--- src/design/scc_pkg.sv ---
// Package: constants, states and carriers of the SPI command checker
package scc_pkg;

   // ----------------------------------------
   // Frame layout
   // ----------------------------------------
   localparam int FRAME_BITS = 16;
   localparam int ADDR_LSB = 0;
   localparam int ADDR_MSB = 6;
   localparam int RW_BIT = 7;
   localparam int DATA_LSB = 8;
   localparam int DATA_MSB = 15;
   localparam logic [4:0] CLK_COUNT_EMPTY = 5'h00;
   localparam logic [4:0] CLK_COUNT_FULL = 5'h10;

   // ----------------------------------------
   // Register addresses
   // ----------------------------------------
   localparam logic [6:0] ADDR_MODE_CTRL = 7'h01;
   localparam logic [6:0] ADDR_WATCHDOG_CTRL = 7'h02;
   localparam logic [6:0] ADDR_BUS_CTRL = 7'h03;
   localparam logic [6:0] ADDR_WAKE_ENABLE_CTRL = 7'h04;
   localparam logic [6:0] ADDR_TIMER_PERIOD = 7'h0c;
   localparam logic [6:0] ADDR_TIMER_ON = 7'h0d;
   localparam logic [6:0] ADDR_STATUS_BASE = 7'h40;
   localparam logic [6:0] ADDR_DEVICE_STAT = 7'h43;
   localparam logic [6:0] ADDR_WAKE_STAT_FIRST = 7'h46;
   localparam logic [6:0] ADDR_WAKE_STAT_SECOND = 7'h47;

   // ----------------------------------------
   // Mode control field (data byte)
   // ----------------------------------------
   localparam int MODE_LSB = 6;
   localparam int LOAD_SHARE_BIT = 2;
   localparam logic [1:0] REQ_NORMAL = 2'h0;
   localparam logic [1:0] REQ_SLEEP = 2'h1;
   localparam logic [1:0] REQ_STOP = 2'h2;
   localparam logic [1:0] REQ_SOFT_RESET = 2'h3;
   localparam int FAIL_BIT = 0;

   // Wake enable control bits
   localparam int WAKE_ONE_BIT = 0;
   localparam int WAKE_TWO_BIT = 1;
   localparam int WAKE_TIMER_BIT = 3;
   localparam int WAKE_MEAS_BIT = 7;

   // ----------------------------------------
   // Reset values
   // ----------------------------------------
   localparam logic [7:0] RST_MODE_CTRL = 8'h00;
   localparam logic [7:0] RST_WATCHDOG = 8'h15;
   localparam logic [7:0] RST_BUS_CTRL = 8'h00;
   localparam logic [7:0] RST_WAKE_CTRL = 8'h01;
   localparam logic [7:0] RST_TIMER = 8'h00;

   // Three-stage pin synchroniser depth
   localparam int SYNC_STAGES = 3;

   // ----------------------------------------
   // Device modes, Gray along init-normal-stop-sleep
   // ----------------------------------------
   typedef enum logic [2:0] {
      SCC_INIT    = 3'b000,
      SCC_NORMAL  = 3'b001,
      SCC_STOP    = 3'b011,
      SCC_SLEEP   = 3'b010,
      SCC_RESTART = 3'b110
   } scc_mode_t;

   // Received command word
   typedef struct packed {
      logic [7:0] data;
      logic       write;
      logic [6:0] addr;
   } scc_cmd_t;

   // Serial pin group
   typedef struct packed {
      logic sclk;
      logic cs_n;
      logic serial_data_in;
   } scc_pins_t;

endpackage

--- src/design/scc_top.sv ---
// SPI slave port with command checking and error signalling
//
// Notes on behaviour
// - One 16-bit word in, one word out.
// - Frame spans chip select low to high.
// - At rise, interpret word, release serial output.
// - Sample on falling edge, shift after rising.
// - No pass-through; not daisy-chain capable.
// - Bad write ignored, sticky failure flag set.
// - Stop to Sleep: fail, go Restart.
// - Stop/Sleep from Init: fail, go Normal.
// - Watchdog byte uneven parity: ignore, fail.
// - Stop mode accepts only few commands.
// - Stop with wake status set: interrupt.
// - Stop to Normal with extras: mode only.
// - Sleep without wake sources: fail, Restart.
// - Timer only wake, timer off: Restart.
// - Stop without wake sources accepted silently.
// - Load sharing stays set, clearing flagged.
// - Sleep with measure and wake pins: fail, Restart.
// - Timer on-time not below period: fail.
// - All zeros or ones word: fail.
// - Bad clock count: discard, error bit next.
// - Frame during reset low: error, output high.
// - Address 6:0, access bit 7, data 15:8.
`timescale 1ns/1ns
`default_nettype none

// ----------------------------------------
// Accepted command FIFO
// ----------------------------------------
module scc_fifo #(
   parameter int WIDTH = 16,
   parameter int DEPTH = 16
) (
   // Clock and reset
   input wire logic sys_clk,
   input wire logic rst_b,
   // Fill side
   input wire logic [WIDTH-1:0] in_data,
   input wire logic in_valid,
   output logic in_ready,
   // Drain side
   output logic [WIDTH-1:0] out_data,
   output logic out_valid,
   input wire logic out_ready
);
   localparam int AW = $clog2(DEPTH);
   logic [WIDTH-1:0] mem [DEPTH];
   logic [AW:0] wr_ptr;
   logic [AW:0] rd_ptr;
   logic do_wr;
   logic do_rd;

   assign in_ready = (wr_ptr - rd_ptr) != (AW+1)'(DEPTH);
   assign out_valid = wr_ptr != rd_ptr;
   assign out_data = mem[rd_ptr[AW-1:0]];
   assign do_wr = in_valid & in_ready;
   assign do_rd = out_valid & out_ready;

   always_ff @(posedge sys_clk) begin
      if (do_wr) begin
         mem[wr_ptr[AW-1:0]] <= in_data;
      end
   end

   always_ff @(posedge sys_clk) begin
      if (!rst_b) begin
         wr_ptr <= '0;
         rd_ptr <= '0;
      end else begin
         if (do_wr) begin
            wr_ptr <= wr_ptr + 1'b1;
         end
         if (do_rd) begin
            rd_ptr <= rd_ptr + 1'b1;
         end
      end
   end
endmodule // scc_fifo

// ----------------------------------------
// Top level
// ----------------------------------------
module scc_top #(
   parameter int FIFO_DEPTH = 16
) (
   // Clock and reset
   input wire logic sys_clk,
   input wire logic rst_b,
   // Serial link pins
   input wire scc_pkg::scc_pins_t pins,
   output logic serial_data_out,
   output logic serial_data_out_oe,
   // Device state
   input wire logic reset_output_n,
   input wire logic [7:0] wake_status_first,
   input wire logic [7:0] wake_status_second,
   input wire logic clear_wake_status,
   // Results
   output scc_pkg::scc_mode_t mode,
   output logic cmd_fail,
   output logic interrupt_pulse,
   output logic [7:0] watchdog_control_reg,
   output logic watchdog_trigger,
   output logic [7:0] wake_enable_control_reg,
   output logic regulator_load_sharing,
   output logic frame_error,
   // Accepted command stream
   output scc_pkg::scc_cmd_t cmd_data,
   output logic cmd_valid,
   input wire logic cmd_ready
);
   import scc_pkg::*;

   // ----------------------------------------
   // Pin synchronisers
   // ----------------------------------------
   logic [SYNC_STAGES-1:0] sync_cs;
   logic [SYNC_STAGES-1:0] sync_clk;
   logic [SYNC_STAGES-1:0] sync_sdi;
   logic [SYNC_STAGES-1:0] sync_ro;
   logic cs_n;
   logic sclk;
   logic ro_n;

   always_ff @(posedge sys_clk) begin
      if (!rst_b) begin
         sync_cs <= '1;
         sync_clk <= '0;
         sync_sdi <= '0;
         sync_ro <= '1;
      end else begin
         sync_cs <= {sync_cs[SYNC_STAGES-2:0], pins.cs_n};
         sync_clk <= {sync_clk[SYNC_STAGES-2:0], pins.sclk};
         sync_sdi <= {sync_sdi[SYNC_STAGES-2:0], pins.serial_data_in};
         sync_ro <= {sync_ro[SYNC_STAGES-2:0], reset_output_n};
      end
   end

   // Change counts once stages two and three agree
   always_ff @(posedge sys_clk) begin
      if (!rst_b) begin
         cs_n <= 1'b1;
         sclk <= 1'b0;
         ro_n <= 1'b1;
      end else begin
         if (sync_cs[1] == sync_cs[2]) begin
            cs_n <= sync_cs[2];
         end
         if (sync_clk[1] == sync_clk[2]) begin
            sclk <= sync_clk[2];
         end
         if (sync_ro[1] == sync_ro[2]) begin
            ro_n <= sync_ro[2];
         end
      end
   end

   logic cs_n_d;
   logic sclk_d;
   logic cs_fall;
   logic cs_rise;
   logic clk_rise;
   logic clk_fall;

   always_ff @(posedge sys_clk) begin
      if (!rst_b) begin
         cs_n_d <= 1'b1;
         sclk_d <= 1'b0;
      end else begin
         cs_n_d <= cs_n;
         sclk_d <= sclk;
      end
   end

   assign cs_fall = cs_n_d & ~cs_n;
   assign cs_rise = ~cs_n_d & cs_n;
   assign clk_rise = ~cs_n & ~sclk_d & sclk;
   assign clk_fall = ~cs_n & sclk_d & ~sclk;

   // ----------------------------------------
   // Frame shifting
   // ----------------------------------------
   logic [15:0] rx_shift;
   logic [15:0] tx_shift;
   logic [4:0] clk_count;
   logic clk_high_edge;
   logic ro_seen;
   logic err_pending;
   logic [7:0] status_byte;

   assign status_byte = {4'h0, 1'b0, mode};

   always_ff @(posedge sys_clk) begin
      if (!rst_b) begin
         rx_shift <= '0;
         clk_count <= '0;
      end else if (cs_fall) begin
         rx_shift <= '0;
         clk_count <= '0;
      end else if (clk_fall) begin
         rx_shift <= {sync_sdi[2], rx_shift[15:1]};
         if (clk_count != 5'h1f) begin
            clk_count <= clk_count + 5'h01;
         end
      end
   end

   // Only own response shifts out, never received bits
   always_ff @(posedge sys_clk) begin
      if (!rst_b) begin
         tx_shift <= '0;
      end else if (cs_fall) begin
         tx_shift <= {7'h00, cmd_fail, status_byte};
         tx_shift[0] <= err_pending;
      end else if (clk_rise) begin
         tx_shift <= {1'b0, tx_shift[15:1]};
      end
   end

   // Clock high at either select edge spoils the frame
   always_ff @(posedge sys_clk) begin
      if (!rst_b) begin
         clk_high_edge <= 1'b0;
         ro_seen <= 1'b0;
      end else if (cs_fall) begin
         clk_high_edge <= sclk;
         ro_seen <= ~ro_n;
      end else if (!cs_n && !ro_n) begin
         ro_seen <= 1'b1;
      end
   end

   logic frame_bad;
   assign frame_bad = (clk_count != CLK_COUNT_EMPTY && clk_count != CLK_COUNT_FULL)
                      || clk_high_edge || sclk || ro_seen || !ro_n;

   always_ff @(posedge sys_clk) begin
      if (!rst_b) begin
         err_pending <= 1'b0;
      end else if (cs_rise) begin
         err_pending <= frame_bad;
      end
   end

   // Output driven only inside a frame; forced high while reset_output_n is low
   always_ff @(posedge sys_clk) begin
      if (!rst_b) begin
         serial_data_out <= 1'b0;
         serial_data_out_oe <= 1'b0;
      end else begin
         serial_data_out_oe <= ~cs_n;
         serial_data_out <= !ro_n ? 1'b1 : tx_shift[0];
      end
   end

   // ----------------------------------------
   // Command checking
   // ----------------------------------------
   scc_cmd_t cmd;
   logic word_ok;
   logic do_write;
   logic stuck;
   logic [1:0] req;
   logic no_wake;
   logic [7:0] timer_period;
   logic [7:0] timer_on;
   logic [7:0] mode_ctrl;
   logic [7:0] bus_ctrl;
   logic wake_pending;

   assign cmd = scc_cmd_t'(rx_shift);
   assign stuck = (rx_shift == 16'h0000) || (rx_shift == 16'hffff);
   assign word_ok = cs_rise && !frame_bad && clk_count == CLK_COUNT_FULL && mode != SCC_RESTART;
   assign do_write = word_ok && cmd.write && cmd.addr < ADDR_STATUS_BASE;
   assign req = cmd.data[MODE_LSB+1:MODE_LSB];
   assign no_wake = (bus_ctrl == 8'h00) && (wake_enable_control_reg[6:0] == 7'h00);
   assign wake_pending = (wake_status_first != 8'h00) || (wake_status_second != 8'h00);

   logic fail_set;
   scc_mode_t next_mode;
   logic next_fail;
   logic apply;

   always_comb begin
      next_mode = mode;
      next_fail = 1'b0;
      apply = do_write && !stuck;
      if (word_ok && stuck) begin
         next_fail = 1'b1;
      end else if (do_write && mode == SCC_STOP
                   && cmd.addr != ADDR_MODE_CTRL && cmd.addr != ADDR_WATCHDOG_CTRL) begin
         next_fail = 1'b1;
         apply = 1'b0;
      end else if (do_write && cmd.addr == ADDR_WATCHDOG_CTRL && ^cmd.data) begin
         next_fail = 1'b1;
         apply = 1'b0;
      end else if (do_write && cmd.addr == ADDR_TIMER_ON && cmd.data >= timer_period) begin
         next_fail = 1'b1;
         apply = 1'b0;
      end else if (do_write && cmd.addr == ADDR_MODE_CTRL) begin
         if (req == REQ_SOFT_RESET) begin
            next_mode = SCC_RESTART;
         end else if (mode == SCC_INIT && (req == REQ_STOP || req == REQ_SLEEP)) begin
            next_fail = 1'b1;
            next_mode = SCC_NORMAL;
            apply = 1'b0;
         end else if (mode == SCC_STOP && req == REQ_SLEEP) begin
            next_fail = 1'b1;
            next_mode = SCC_RESTART;
            apply = 1'b0;
         end else if (mode == SCC_STOP && req == REQ_NORMAL) begin
            next_mode = SCC_NORMAL;
            next_fail = cmd.data[MODE_LSB-1:0] != mode_ctrl[MODE_LSB-1:0];
            apply = 1'b0;
         end else if (mode == SCC_STOP) begin
            next_fail = 1'b1;
            apply = 1'b0;
         end else if (req == REQ_SLEEP && no_wake) begin
            next_fail = 1'b1;
            next_mode = SCC_RESTART;
         end else if (req == REQ_SLEEP && wake_enable_control_reg[WAKE_MEAS_BIT]
                      && (wake_enable_control_reg[WAKE_ONE_BIT] || wake_enable_control_reg[WAKE_TWO_BIT])
                      && wake_enable_control_reg[6:2] == 5'h00 && bus_ctrl == 8'h00) begin
            next_fail = 1'b1;
            next_mode = SCC_RESTART;
         end else if (req == REQ_SLEEP && wake_enable_control_reg[6:0] == 7'h08
                      && bus_ctrl == 8'h00 && timer_period == 8'h00) begin
            next_mode = SCC_RESTART;
         end else if (req == REQ_SLEEP) begin
            next_mode = SCC_SLEEP;
         end else if (req == REQ_STOP) begin
            next_mode = SCC_STOP;
         end else begin
            next_mode = SCC_NORMAL;
         end
         if (mode_ctrl[LOAD_SHARE_BIT] && !cmd.data[LOAD_SHARE_BIT] && mode != SCC_STOP) begin
            next_fail = 1'b1;
         end
      end
   end

   assign fail_set = next_fail;

   // Sticky flag: set beats a clear in the same cycle
   always_ff @(posedge sys_clk) begin
      if (!rst_b) begin
         cmd_fail <= 1'b0;
      end else if (fail_set) begin
         cmd_fail <= 1'b1;
      end else if (word_ok && cmd.write && cmd.addr == ADDR_DEVICE_STAT && cmd.data[FAIL_BIT]) begin
         cmd_fail <= 1'b0;
      end
   end

   always_ff @(posedge sys_clk) begin
      if (!rst_b) begin
         mode <= SCC_INIT;
      end else if (!ro_n) begin
         mode <= SCC_RESTART;
      end else if (mode == SCC_RESTART) begin
         mode <= SCC_NORMAL;
      end else if (word_ok) begin
         mode <= next_mode;
      end
   end

   // Writes are applied whole or not at all, except that a set load-sharing bit in mode control stays set
   always_ff @(posedge sys_clk) begin
      if (!rst_b) begin
         mode_ctrl <= RST_MODE_CTRL;
         watchdog_control_reg <= RST_WATCHDOG;
         bus_ctrl <= RST_BUS_CTRL;
         wake_enable_control_reg <= RST_WAKE_CTRL;
         timer_period <= RST_TIMER;
         timer_on <= RST_TIMER;
      end else if (apply) begin
         case (cmd.addr)
            ADDR_MODE_CTRL: begin
               mode_ctrl <= cmd.data | (mode_ctrl & (8'h01 << LOAD_SHARE_BIT));
            end
            ADDR_WATCHDOG_CTRL: watchdog_control_reg <= cmd.data;
            ADDR_BUS_CTRL: bus_ctrl <= cmd.data;
            ADDR_WAKE_ENABLE_CTRL: wake_enable_control_reg <= cmd.data;
            ADDR_TIMER_PERIOD: timer_period <= cmd.data;
            ADDR_TIMER_ON: timer_on <= cmd.data;
            default: begin
            end
         endcase
      end
   end

   always_ff @(posedge sys_clk) begin
      if (!rst_b) begin
         regulator_load_sharing <= 1'b0;
         watchdog_trigger <= 1'b0;
         interrupt_pulse <= 1'b0;
         frame_error <= 1'b0;
      end else begin
         regulator_load_sharing <= mode_ctrl[LOAD_SHARE_BIT];
         watchdog_trigger <= apply && cmd.addr == ADDR_WATCHDOG_CTRL;
         interrupt_pulse <= word_ok && next_mode == SCC_STOP && mode != SCC_STOP
                            && wake_pending && !clear_wake_status;
         frame_error <= err_pending;
      end
   end

   // ----------------------------------------
   // Accepted command stream
   // ----------------------------------------
   logic fifo_ready;
   scc_cmd_t fifo_out;
   logic fifo_valid;

   scc_fifo #(
      .WIDTH(FRAME_BITS),
      .DEPTH(FIFO_DEPTH)
   ) u_fifo (
      .sys_clk(sys_clk),
      .rst_b(rst_b),
      .in_data(rx_shift),
      .in_valid(word_ok && !stuck),
      .in_ready(fifo_ready),
      .out_data(fifo_out),
      .out_valid(fifo_valid),
      .out_ready(cmd_ready && !cmd_valid)
   );

   // Words lost when full; fifo_ready is not reported upstream, not even via status
   always_ff @(posedge sys_clk) begin
      if (!rst_b) begin
         cmd_valid <= 1'b0;
         cmd_data <= '0;
      end else if (fifo_valid && cmd_ready && !cmd_valid) begin
         cmd_valid <= 1'b1;
         cmd_data <= fifo_out;
      end else begin
         cmd_valid <= 1'b0;
      end
   end

endmodule // scc_top
`default_nettype wire

--- config.mk ---
export PLATFORM = sky130hd
export DESIGN_NAME = scc_top
export DESIGN_NICKNAME = d
export VERILOG_FILES = /design/src/design/scc_pkg.sv /design/src/design/scc_top.sv
export SDC_FILE = /design/constraint.sdc
export NUM_CORES = 1
export LEC_CHECK = 0
export BUFFER_PORTS_ARGS = -buffer_cell sky130_fd_sc_hd__buf_4
export CELL_PAD_IN_SITES_DETAIL_PLACEMENT = 1
export CELL_PAD_IN_SITES_GLOBAL_PLACEMENT = 2
export CORE_UTILIZATION = 45
export CTS_CLUSTER_DIAMETER = 30
export DETAILED_ROUTE_END_ITERATION = 6
export GPL_TIMING_DRIVEN = 0
export PLACE_DENSITY = 0.76
export SLEW_MARGIN = 20
export SYNTH_ARGS = -nofsm -noshare
export SYNTH_HDL_FRONTEND = slang
export SYNTH_SLANG_ARGS = --single-unit
--- constraint.sdc ---
create_clock -name sys_clk -period 5.5 [get_ports sys_clk]
set_input_delay 0.55 -clock sys_clk [delete_from_list [all_inputs] [get_ports sys_clk]]
set_output_delay 0.55 -clock sys_clk [all_outputs]
set_load 0.05 [all_outputs]
==> metrics.md <==
| Metric | Value |
|---|---|
| Yosys warns | 0 |
| Fin area | 19,700 um2 |
| Total GRT Usage | 25.0% |
| H-tree depth | 3 |
| Syn_area_per_cell | 14.8 um2 |
| Die area | 35,000 um2 |
| Top_reg_cell synth | edfxtp_1 |
| Switching share of power | 19.9% |
| Seq/Total Area, Yosys | 66.0% |
| Initial antenna violation count | 1 |
| CTS tree | yes |
| # DRC | 0 |
| Unrepaired setup endpoints after global routing | no |
| CTS Buf Count | 81 |
| Non-Filler Instances | 1,737 |
| FF-to-FF path depth | 11 |
| Mapped Nets | 1,096 |
| Final Setup Violations | 0 |
| Slew headroom | 27.3% |
| First-pass iteration count of the detailed router | 5 |
| Clock Tree Buf Depth | 3 |
| Clk_skew | 33.1 ps |
| Clock slew at reported path FFs | 50 ps |
| Final-layout fill cell count | 3,189 |
| Leading area contributor after synthesis | edfxtp_1 |
| Final total power | 8250 uW |
| Vias in the first global route | 10.7k |
| Max-Cap Viols | 0 |
| CP required | 5770 ps |
| Initial Utilization | 45.9% |
| CP Class | reg2reg |
| FF-to-FF setup slack | 480 ps |
| Final ANT Viol Nets | 0 |
| Fmax | 0.199 GHz |
| Flop pwr share | 36.7% |
| Reg area | 10,200 um2 |
| Worst Path Arrival | 5290 ps |
| Diodes inserted | 0 |
| # hold bufs at CTS | 0 |
| Post-cts resize count | 0 |
| Leak | 0.00605 uW |
| WL/cell | 24.5 um |
| Top cells by count, synth | edfxtp_1 (256), nand2_1 (143), dfxtp_1 (125) |
| IO buf count | 65 |
| Clock power frac | 62.7% |
| Most common cell in the netlist | edfxtp_1 |
| VDD IR-drop max | 0.269 mV |
| Post-CTS Setup Inserts | 0 |
| Pins over their slew limit | 0 |
| First-pass GRT wire length | 64.8 mm |
| DR iter-0 viols | 676 |
| Reg-to-reg endpoint | u_fifo.mem[14][2] |
| Total gr overflow | 0 |
| Area of the multi-input gates | 4980 um2 |
| P_sw | 1640 uW |
| Internal power | 6610 uW |
| Die height | 187 um |
| Post-synth EDFFs | 256 |
| Synth-to-layout area growth | 27.9% |
| CP max FO | 10 |
| Core area | 33,600 um2 |
| Worst reg2reg startpoint | u_fifo.rd_ptr[2] |
| Max FFs per register | 256 |
| Post-synth ARST share | 0% |
| Synth top area share | 49.8% |
| Std-Cell Rows | 67 |
| Dpl cell area | 16,800 um2 |
| Synth unique cells | 62 |
| Worst Slack Setup Final | 482 ps |
| IO Pins | 67 |
| Placed cells | 1,588 |
| Power Dens Cells | 418 nW/um2 |
| Status | finished, final reports clean |
| Final hold vios | 0 |
| Crit. End Element | register |
| Worst-Margin Slew | 1090 ps |
| Synthesized instance count | 1,041 |
| Vias | 9,745 |
| FF+latch count, synth | 381 |
| Fin nets | 1,278 |
| Clk Latency, worst-skew pair | 590 ps |
| Critical Path Sink | u_fifo.mem[14][2] |
| Layout cell share with drive strength beyond 1 | 27.5% |
| Pre-CTS WS | 614 ps |
| Pin count of the biggest net entering global routing | 25 |
| Clock Sinks | 381 |
| Die X | 187 um |
| Cell area after synthesis | 15,400 um2 |
| Fin crit period | 5020 ps |
| CTS root buf | clkbuf_16 |
| GP Congestion | 0.787 |
| Worst hold-check path type | in2reg |
| WL final | 42.6 mm |
| Post-DP HPWL | 27.2 mm |
| Vias per inst | 5.61 |
| Worst Setup Start Kind | register |
| Synth area leaders | edfxtp_1 (50%), dfxtp_1 (16%), mux4_2 (12%), nand2_1 (3.5%), ha_1 (2.5%) |
| Gate power share | 0.6% |
| Crit path from | u_fifo.rd_ptr[2] |
| Fin crit share | 91.2% |
## per-stage QoR
step | setup TNS, ps | utilization [%] | hold slack [ps]
floorplan | 0 | - | 386
global placement | -213560 | 49.0 | 392
detailed placement | 0 | 50.1 | 397
CTS | 0 | 58.7 | 144
global route | 0 | 58.7 | 154
finish | 0 | 58.7 | 165
## worst min path at each step
| stage | start | end | slack (ps) | depth (start not counted) |
|---|---|---|---|---|
| 6_report | pins[1] | sync_cs[0] | 160 | 2 |
| 5_1_grt | pins[1] | sync_cs[0] | 150 | 2 |
| 4_1_cts | pins[1] | sync_cs[0] | 140 | 2 |
| 3_5_place_dp | sync_ro[0] | sync_ro[1] | 400 | 1 |
| 3_3_place_gp | sync_cs[0] | sync_cs[1] | 390 | 1 |
| 2_1_floorplan | sync_cs[0] | sync_cs[1] | 390 | 1 |
## layer usage
| layer | track usage (%) | routed length [um] | vias to the layer above |
|---|---|---|---|
| li1 | - | - | 4354 |
| met5 | 0 | 13 | - |
| met2 | 44.1 | 22000 | 330 |
| met4 | 9.52 | 1170 | 2 |
| met3 | 4.97 | 2340 | 81 |
| met1 | 30.1 | 17100 | 4978 |
## area by class of cell
class | count | area share, %
flip-flops and latches | 381 | 51.6
multi-input cells | 571 | 25.2
clock buffers | 94 | 10.9
clock inverters | 55 | 3.84
repair buffers | 99 | 3.83
well taps | 448 | 2.84
plain buffers | 54 | 1.12
inverters | 35 | 0.665
## power by group through the flow
stage	logic (uW)	registers, uW	clock network, uW
2_1_floorplan	18.7	3080	0
3_3_place_gp	45.9	3080	0
3_5_place_dp	46.5	3080	0
4_1_cts	46.8	3030	5230
5_1_grt	50.3	3030	5370
6_report	45.5	3030	5170
## placed cells by master (no fill, tap or decap), types with 35 or more instances in the layout
master and instances:
mux4_2 80, dfxtp_1 125, edfxtp_1 256, clkbuf_16 84, buf_4 89, a21oi_1 43, nor2_1 35, mux2i_1 38
nand2_1 143, clkbuf_1 48
## kinds of logic (layout without fill, tap and decap cells)
family	Yosys count	in the layout	synth area share, %
muxes	118	118	14.1
adders and majority gates	31	31	2.51
AOI/OAI and AO/OA	114	114	4.94
xor gates and xnor gates	17	17	0.965
DFF	381	381	66.0
and+or+nand+nor	291	291	9.14
buffers and inverters	89	337	2.28
## worst max-delay path, stage by stage (launching register included)
cell and delay, ps:
dfxtp_1 300, clkbuf_1 600, clkbuf_1 660, inv_1 220, ha_1 400, o21a_1 130, or4_1 500, a311o_2 550
buf_2 260, nor3_2 530, buf_4 330, buf_4 210
Power figures use the tool's default switching activity.
